==> src/rtl/module_glue_consts.vh <==
`ifndef MODULE_GLUE_CONSTS_VH
`define MODULE_GLUE_CONSTS_VH
// ----------------------------------------
// Memory map
// ----------------------------------------
`define ONCHIP_BASE 32'h80000000
`define ONCHIP_LAST 32'h80000FFF
`define DRAM_BASE 32'h80001000
`define DRAM_LAST 32'h80400FFF
`define DRAM_OFS_BITS 22
`define DRAM_OFS_SUB 22'h001000
// ----------------------------------------
// Timing
// ----------------------------------------
`define CLK_PERIOD_NS 10
`define DRAM_CYCLE_NS 160
`define DRAM_CYCLE_CLKS (`DRAM_CYCLE_NS / `CLK_PERIOD_NS)
`define WAIT_STATES 1
`define RATE_SLOW_MBPS 10
`define RATE_FAST_MBPS 20
`define CLK_MHZ 100
`define DIV_SLOW (`CLK_MHZ / `RATE_SLOW_MBPS)
`define DIV_FAST (`CLK_MHZ / `RATE_FAST_MBPS)
// Last count of the bit pacers and of the DRAM wait counter
`define TICK_LAST_SLOW 8'h09
`define TICK_LAST_FAST 8'h04
`define DRAM_WAIT_LAST 4'hE
`endif

==> src/rtl/link_bit_tick.v <==
`include "module_glue_consts.vh"
module link_bit_tick (
  input wire clk,
  input wire rst,
  input wire fast,
  output reg tick
);
  reg [7:0] cnt_reg;
  wire [7:0] last = fast ? `TICK_LAST_FAST : `TICK_LAST_SLOW;
  always @(posedge clk) begin
    if (rst) begin
      cnt_reg <= 8'h00;
      tick <= 1'b0;
    end else if (cnt_reg >= last) begin
      cnt_reg <= 8'h00;
      tick <= 1'b1;
    end else begin
      cnt_reg <= cnt_reg + 8'h01;
      tick <= 1'b0;
    end
  end
endmodule // link_bit_tick

==> src/rtl/module_glue.v <==
`include "module_glue_consts.vh"
// What this block does
// - On-chip RAM answers the lowest 4 Kbytes, before external memory.
// - DRAM follows on-chip RAM, 80001000 to 80400FFF, 4 Mbytes.
// - DRAM repeats in 4 Mbyte blocks through all higher addresses.
// - Every DRAM access has one wait state, a 160 ns cycle.
// - First rate select sets link 0; second sets links 1 to 3.
// - Select low gives 10 Mbit/s, high gives 20 Mbit/s.
// - Fault output pulled low on error, otherwise released.
// - Names marked low are active low; all others active high.
// - An unconnected receive line reads low and keeps its link idle.
// - Links keep the standard protocol; only terminations differ.
module module_glue (
  input wire clk,
  input wire rst,
  input wire [31:0] cpu_addr,
  input wire cpu_req,
  input wire cpu_error,
  input wire link0_rate_select,
  input wire links123_rate_select,
  input wire [3:0] serial_rx_lines,
  output reg onchip_sel,
  output reg dram_sel,
  output reg [21:0] dram_offset,
  output reg cpu_ready,
  output reg [3:0] link_bit_tick,
  output reg [3:0] serial_rx_sync,
  output reg module_fault_low_o,
  output reg module_fault_low_oe
);
  // ----------------------------------------
  // Rate select synchronisers
  // ----------------------------------------
  // Select pins may move at any time, so three stages guard each one
  reg link0_sel_s1_reg;
  reg link0_sel_s2_reg;
  reg link0_sel_s3_reg;
  reg link0_fast_reg;
  reg links123_sel_s1_reg;
  reg links123_sel_s2_reg;
  reg links123_sel_s3_reg;
  reg links123_fast_reg;
  always @(posedge clk) begin
    if (rst) begin
      link0_sel_s1_reg <= 1'b0;
      link0_sel_s2_reg <= 1'b0;
      link0_sel_s3_reg <= 1'b0;
    end else begin
      link0_sel_s1_reg <= link0_rate_select;
      link0_sel_s2_reg <= link0_sel_s1_reg;
      link0_sel_s3_reg <= link0_sel_s2_reg;
    end
  end
  // Accept a change only when stages two and three agree
  always @(posedge clk) begin
    if (rst) begin
      link0_fast_reg <= 1'b0;
    end else if (link0_sel_s2_reg == link0_sel_s3_reg) begin
      link0_fast_reg <= link0_sel_s3_reg;
    end
  end
  always @(posedge clk) begin
    if (rst) begin
      links123_sel_s1_reg <= 1'b0;
      links123_sel_s2_reg <= 1'b0;
      links123_sel_s3_reg <= 1'b0;
    end else begin
      links123_sel_s1_reg <= links123_rate_select;
      links123_sel_s2_reg <= links123_sel_s1_reg;
      links123_sel_s3_reg <= links123_sel_s2_reg;
    end
  end
  always @(posedge clk) begin
    if (rst) begin
      links123_fast_reg <= 1'b0;
    end else if (links123_sel_s2_reg == links123_sel_s3_reg) begin
      links123_fast_reg <= links123_sel_s3_reg;
    end
  end
  // ----------------------------------------
  // Receive line synchronisers
  // ----------------------------------------
  reg [3:0] rx_s1_reg;
  reg [3:0] rx_s2_reg;
  reg [3:0] rx_s3_reg;
  wire [3:0] rx_sync_next;
  always @(posedge clk) begin
    if (rst) begin
      rx_s1_reg <= 4'h0;
      rx_s2_reg <= 4'h0;
      rx_s3_reg <= 4'h0;
    end else begin
      rx_s1_reg <= serial_rx_lines;
      rx_s2_reg <= rx_s1_reg;
      rx_s3_reg <= rx_s2_reg;
    end
  end
  genvar b;
  generate
    for (b = 0; b < 4; b = b + 1) begin : g_rx
      // Old level holds while stages two and three disagree
      assign rx_sync_next[b] = (rx_s2_reg[b] == rx_s3_reg[b]) ? rx_s3_reg[b]
                                                             : serial_rx_sync[b];
    end
  endgenerate
  // Floating inputs settle low off chip, so idle reads as 0
  always @(posedge clk) begin
    if (rst) begin
      serial_rx_sync <= 4'h0;
    end else begin
      serial_rx_sync <= rx_sync_next;
    end
  end
  // ----------------------------------------
  // Link bit rate
  // ----------------------------------------
  // Link 0 has its own select; links 1 to 3 share one
  wire [3:0] link_fast_w;
  wire [3:0] tick_w;
  assign link_fast_w = {links123_fast_reg, links123_fast_reg, links123_fast_reg,
                        link0_fast_reg};
  genvar i;
  generate
    for (i = 0; i < 4; i = i + 1) begin : g_link
      link_bit_tick u_tick (
        .clk(clk),
        .rst(rst),
        .fast(link_fast_w[i]),
        .tick(tick_w[i])
      );
    end
  endgenerate
  // Framing of each link is left unchanged; only pacing is set here
  always @(posedge clk) begin
    if (rst) begin
      link_bit_tick <= 4'h0;
    end else begin
      link_bit_tick <= tick_w;
    end
  end
  // ----------------------------------------
  // Address decode
  // ----------------------------------------
  localparam [1:0] HIT_NONE = 2'h0;
  localparam [1:0] HIT_ONCHIP = 2'h1;
  localparam [1:0] HIT_DRAM = 2'h2;
  reg [1:0] hit_class;
  always @* begin
    hit_class = HIT_NONE;
    if ((cpu_addr >= `ONCHIP_BASE) && (cpu_addr <= `ONCHIP_LAST)) begin
      hit_class = HIT_ONCHIP;
    end else if (cpu_addr >= `DRAM_BASE) begin
      hit_class = HIT_DRAM;
    end else begin
      hit_class = HIT_NONE;
    end
  end
  // Higher bits ignored, so every 4 Mbyte block aliases
  wire [21:0] ofs_low_w;
  wire [21:0] ofs_w;
  assign ofs_low_w = cpu_addr[`DRAM_OFS_BITS-1:0];
  assign ofs_w = ofs_low_w - `DRAM_OFS_SUB;
  // ----------------------------------------
  // Access sequencer
  // ----------------------------------------
  localparam [1:0] ST_IDLE = 2'b00;
  localparam [1:0] ST_WAIT = 2'b01;
  reg [1:0] state_reg;
  reg [1:0] state_next;
  reg [3:0] wait_cnt_reg;
  reg [3:0] wait_cnt_next;
  reg onchip_sel_next;
  reg dram_sel_next;
  reg [21:0] dram_offset_next;
  reg cpu_ready_next;
  always @* begin
    state_next = state_reg;
    wait_cnt_next = wait_cnt_reg;
    onchip_sel_next = 1'b0;
    dram_sel_next = dram_sel;
    dram_offset_next = dram_offset;
    cpu_ready_next = 1'b0;
    case (state_reg)
      ST_IDLE: begin
        dram_sel_next = 1'b0;
        // Ready still high means this request was just answered
        if (cpu_req && !cpu_ready) begin
          if (hit_class == HIT_ONCHIP) begin
            onchip_sel_next = 1'b1;
            cpu_ready_next = 1'b1;
          end else if (hit_class == HIT_DRAM) begin
            dram_sel_next = 1'b1;
            dram_offset_next = ofs_w;
            wait_cnt_next = 4'h0;
            state_next = ST_WAIT;
          end
        end
      end
      ST_WAIT: begin
        // One wait state stretches the access to 16 clocks
        if (wait_cnt_reg == `DRAM_WAIT_LAST) begin
          cpu_ready_next = 1'b1;
          dram_sel_next = 1'b0;
          state_next = ST_IDLE;
        end else begin
          wait_cnt_next = wait_cnt_reg + 4'h1;
        end
      end
      default: begin
        dram_sel_next = 1'b0;
        state_next = ST_IDLE;
      end
    endcase
  end
  always @(posedge clk) begin
    if (rst) begin
      state_reg <= ST_IDLE;
    end else begin
      state_reg <= state_next;
    end
  end
  always @(posedge clk) begin
    if (rst) begin
      wait_cnt_reg <= 4'h0;
    end else begin
      wait_cnt_reg <= wait_cnt_next;
    end
  end
  always @(posedge clk) begin
    if (rst) begin
      onchip_sel <= 1'b0;
    end else begin
      onchip_sel <= onchip_sel_next;
    end
  end
  always @(posedge clk) begin
    if (rst) begin
      dram_sel <= 1'b0;
    end else begin
      dram_sel <= dram_sel_next;
    end
  end
  // Offset stays put between accesses, so the array sees no glitch
  always @(posedge clk) begin
    if (rst) begin
      dram_offset <= 22'h000000;
    end else begin
      dram_offset <= dram_offset_next;
    end
  end
  always @(posedge clk) begin
    if (rst) begin
      cpu_ready <= 1'b0;
    end else begin
      cpu_ready <= cpu_ready_next;
    end
  end
  // ----------------------------------------
  // Fault output, open drain
  // ----------------------------------------
  always @(posedge clk) begin
    if (rst) begin
      module_fault_low_o <= 1'b0;
    end else begin
      // Never drive high, so several modules can share the line
      module_fault_low_o <= 1'b0;
    end
  end
  always @(posedge clk) begin
    if (rst) begin
      module_fault_low_oe <= 1'b0;
    end else begin
      module_fault_low_oe <= cpu_error;
    end
  end
endmodule // module_glue

==> config.mk <==
export PLATFORM = sky130hd
export DESIGN_NAME = module_glue
export DESIGN_NICKNAME = d
export VERILOG_FILES = /design/src/rtl/link_bit_tick.v /design/src/rtl/module_glue.v
export VERILOG_INCLUDE_DIRS = /design/src /design/src/rtl
export SDC_FILE = /design/constraint.sdc
export NUM_CORES = 1
export LEC_CHECK = 0
export BUFFER_PORTS_ARGS = -buffer_cell sky130_fd_sc_hd__clkbuf_2
export CAP_MARGIN = 0
export CORE_ASPECT_RATIO = 1.2
export CORE_MARGIN = 3
export CORE_UTILIZATION = 50
export CTS_BUF_LIST = sky130_fd_sc_hd__clkbuf_2 sky130_fd_sc_hd__clkbuf_4 sky130_fd_sc_hd__clkbuf_8
export CTS_CLUSTER_DIAMETER = 50
export DETAILED_ROUTE_END_ITERATION = 7
export PLACE_DENSITY = 0.87
export SLEW_MARGIN = 10
export SYNTH_ARGS = -nofsm -noshare
export SYNTH_HDL_FRONTEND = slang
export SYNTH_SLANG_ARGS = --single-unit
export TNS_END_PERCENT = 50
==> constraint.sdc <==
create_clock -name clk -period 2 [get_ports clk]
set_input_delay 0.3 -clock clk [delete_from_list [all_inputs] [get_ports clk]]
set_output_delay 0.3 -clock clk [all_outputs]
set_load 0.01 [all_outputs]
==> results.toml <==
[critical_path]
timing.critical_path.fanout_max = 6
worst_path_dominant_cell_family = "simple AND/OR/NAND/NOR gates"
cpMaxStageDelayCell = "sky130_fd_sc_hd__dfxtp_2"
timing.reg2reg.setup_slack_ns = 0.05
crit_path_end_kind = "flip-flop"
worst_path_required_time_ns = 2.28
worst-path-buf-inv = 1
path_cells = "inv_4 -> ha_1 -> or3b_1 -> a21o_1 -> a211o_1 -> or2_4 -> nor2_1"
timing_worst_setup_path_type = "flip-flop to flip-flop"
worstPathArrival_ns = 2.23
worstSetupStartpointType = "flip-flop"
critical_path.max_stage_delay_ns = 0.36

[grt]
grt_pass1_wl_um = 11400
groute.usage.overall_pct = 16.8
antenna_found_initial = 0
first_global_vias = 2675
globalRoute.totalOverflow = 0
largest_net_degree_at_the_start_of_global_routing = 24

[cells_and_area]
finish.instance_area_um2 = 4400
num-nets-final = 504
fillers = 574
layout-drive-gt1-share_pct = 28.9
largest_register_ffs = 32
syn_to_final_growth_pct = 23.0
antenna_cells = 0

[timing]
fin_worst_skew_ns = 0.00647
fmax_ghz = 0.513
period_minus_slack_ns = 1.95
rsz0062_at_grt = "yes"
setup-tns-final_ns = 0
count_of_endpoints_failing_setup_in_the_final_report = 0
maxSlewViolCount = 0
final_hold_viol_count = 0
crit_share_post_route_pct = 97.4
fin_worst_hold_slack_ns = 0.163
final.setup.worst_slack_ns = 0.0522

[route]
top_signal_layer_used = "met4"
vias = 2645
drt-total-wl_um = 6630
wl_met2_um = 3510
met3_length_um = 359
met1Wirelength_um = 2690
avgViaCountPerCell = 4.96
first_pass_iters = 4
routed_wire_per_std_cell_um = 12.4
post_route_drc = 0
detailedRoute.firstIterationViolations = 45
drt.antenna.violating_nets = 0

[die]
floorplan_die_area_um2 = 8220
die_h_um = 98.7
core_um2 = 6900
io_pins = 77
fp-row-count = 33
floorplan.initialDensity_pct = 51.9
die-width_um = 83.3

[clocking]
worst_setup_hold_path_clk_slew_ns = 0.08
postCtsSetupRepairBufs = 0
clockBufferDepth = 2
cts_tree = "done"
post_cts_hold_buffer_count = 0
number_of_h_tree_levels = 3
ctsRootBufferMaster = "sky130_fd_sc_hd__clkbuf_8"
tritoncts.num_buffers = 9
clk_latency_worst_skew_pair_ns = 0.35
clock_sinks = 95

[synth]
dominant_cell_type_by_area_after_synthesis = "sky130_fd_sc_hd__dfxtp_1"
main_combinational_cell_family_by_area_after_synthesis = "simple AND/OR/NAND/NOR gates"
yosys_most_used_dff = "sky130_fd_sc_hd__dfxtp_1"
synth_simple_gate_area_share_pct = 20.5
synth-adder-area-share_pct = 6.99
synth_edf_count = 0
synth_xor_area_share_pct = 5.14
synth_most_common_cell = "sky130_fd_sc_hd__dfxtp_1"
top_cell_types_by_occurrence_after_synthesis = "95 x sky130_fd_sc_hd__dfxtp_1, 49 x sky130_fd_sc_hd__nor2_1, 28 x sky130_fd_sc_hd__nor2b_1, 20 x sky130_fd_sc_hd__ha_1, 14 x sky130_fd_sc_hd__inv_1"
postSynthCellCount = 344
share_of_the_synthesized_area_in_compound_gates_ao_oa_aoi_oai_pct = 6.99
synth_mux_area_share_pct = 3.35
postSynthRegisterBits = 95
post_synth.cell_area_avg_um2 = 10.4
yosysSeqAreaShare_pct = 53.1
yosysWarningCount = 0
synth-async-reset-ratio_pct = 0
post_synth_num_cell_types = 41
synth.top_cell.area_share_pct = 53.1
ys_top_cells_by_area = "sky130_fd_sc_hd__dfxtp_1 53%, sky130_fd_sc_hd__ha_1 7.0%, sky130_fd_sc_hd__nor2_1 5.1%, sky130_fd_sc_hd__nor2b_1 4.9%, sky130_fd_sc_hd__mux2i_1 3.4%"
syn_area_um2 = 3580

[place]
detailed_place.area_um2 = 4140
finalWeightedCongestion = 0.794
placement.io_buffers = 75
preCtsSetupSlack_ns = -0.0195
detailedPlacementHpwl_um = 4970

[min_path]
min-delay-path-class = "input port to flip-flop"

[pwr]
switching_share_pct = 23.0
powerDensity_nw_per_um2 = 831
vdd.ir_drop.worst_mv = 0.500
power_report.internal_total_mw = 2.82
switching_power_mw = 0.844
p_seq_share_pct = 55.3
pwr-share-comb_pct = 10.3
clkPwrFrac_pct = 34.4
leakage_nw = 1.95

[run]
max_cap_viols = 0

[outcome]
run_status = "finished, final reports clean"
==> through the flow <==
stage / total power [mW] / cells / util [%]
floorplan: 2.29 / 356 / -
global placement: 2.43 / 518 / 60.1
detailed placement: 2.44 / 518 / 60.1
CTS: 3.70 / 533 / 63.1
global route: 3.83 / 533 / 63.9
finish: 3.66 / 533 / 63.9
==> worst reg2reg max path, stage by stage, from the launching register on <==
cell	delay, ns
sky130_fd_sc_hd__dfxtp_2	0.36
sky130_fd_sc_hd__inv_4	0.06
sky130_fd_sc_hd__ha_1	0.26
sky130_fd_sc_hd__or3b_1	0.35
sky130_fd_sc_hd__a21o_1	0.19
sky130_fd_sc_hd__a211o_1	0.27
sky130_fd_sc_hd__or2_4	0.29
sky130_fd_sc_hd__nor2_1	0.11
==> final timing paths <==
path	start	to	cells after the start
min	serial_rx_lines[1]	rx_s1_reg[1]	2
min reg2reg	g_link[0].u_tick.cnt_reg[0]	g_link[0].u_tick.cnt_reg[0]	1
max reg2reg	links123_fast_reg	g_link[1].u_tick.cnt_reg[2]	7
max	links123_fast_reg	g_link[1].u_tick.cnt_reg[2]	7
==> cells in the final DEF (no fill, tap or decap), types with 9 or more instances in the layout <==
cell                       synthesis  final
sky130_fd_sc_hd__buf_4             1     11
sky130_fd_sc_hd__xor2_1           13     13
sky130_fd_sc_hd__a211oi_1          9      9
sky130_fd_sc_hd__clkbuf_2          0     75
sky130_fd_sc_hd__dfxtp_1          95     89
sky130_fd_sc_hd__conb_1            1     13
sky130_fd_sc_hd__clkbuf_8          0     11
sky130_fd_sc_hd__mux2i_1          12     12
sky130_fd_sc_hd__nand3_1          10     10
sky130_fd_sc_hd__inv_1            14     13
sky130_fd_sc_hd__nand2_1          11     11
sky130_fd_sc_hd__nor2b_1          28     28
sky130_fd_sc_hd__nor2_1           49     40
sky130_fd_sc_hd__ha_1             20     19
==> layer usage <==
layer / vias up / GRT usage (%)
met4: 0 / 4.78
met2: 66 / 31.7
li1: 1344 / -
met1: 1228 / 18.3
met3: 7 / 4.85
met5: - / 0
==> cell type report <==
cell class	instances	area [um^2]	area share (%)
Sequential cell	95	1910	43.4
Inverter	14	55.1	1.25
Multi-Input combinational cell	235	1650	37.5
Tap cell	87	109	2.47
Clock buffer	12	159	3.61
Clock inverter	3	42.5	0.966
Timing Repair Buffer	87	478	10.9
==> repair_timing <==
action                                  in CTS  in global routing
endpoints found under the setup margin      18                 20
pin swaps                                    0                 12
resized for setup                            5                 18
==> cells by family after synthesis <==
| group | after synthesis |
|---|---|
| fa+ha+maj | 20 |
| mux | 12 |
| simple gates | 133 |
| buf+inv | 26 |
| xor+xnor | 21 |
| other cells | 1 |
| flops | 95 |
| compound gates | 36 |
==> power groups by stage <==
stage | logic [mW] | clock network, mW | registers [mW]
after global placement | 0.366 | 0 | 2.06
after detailed placement | 0.377 | 0 | 2.07
after global routing | 0.419 | 1.38 | 2.04
final | 0.378 | 1.26 | 2.02
after CTS | 0.379 | 1.30 | 2.02
after floorplan | 0.210 | 0 | 2.08
Power figures use the tool's default switching activity.
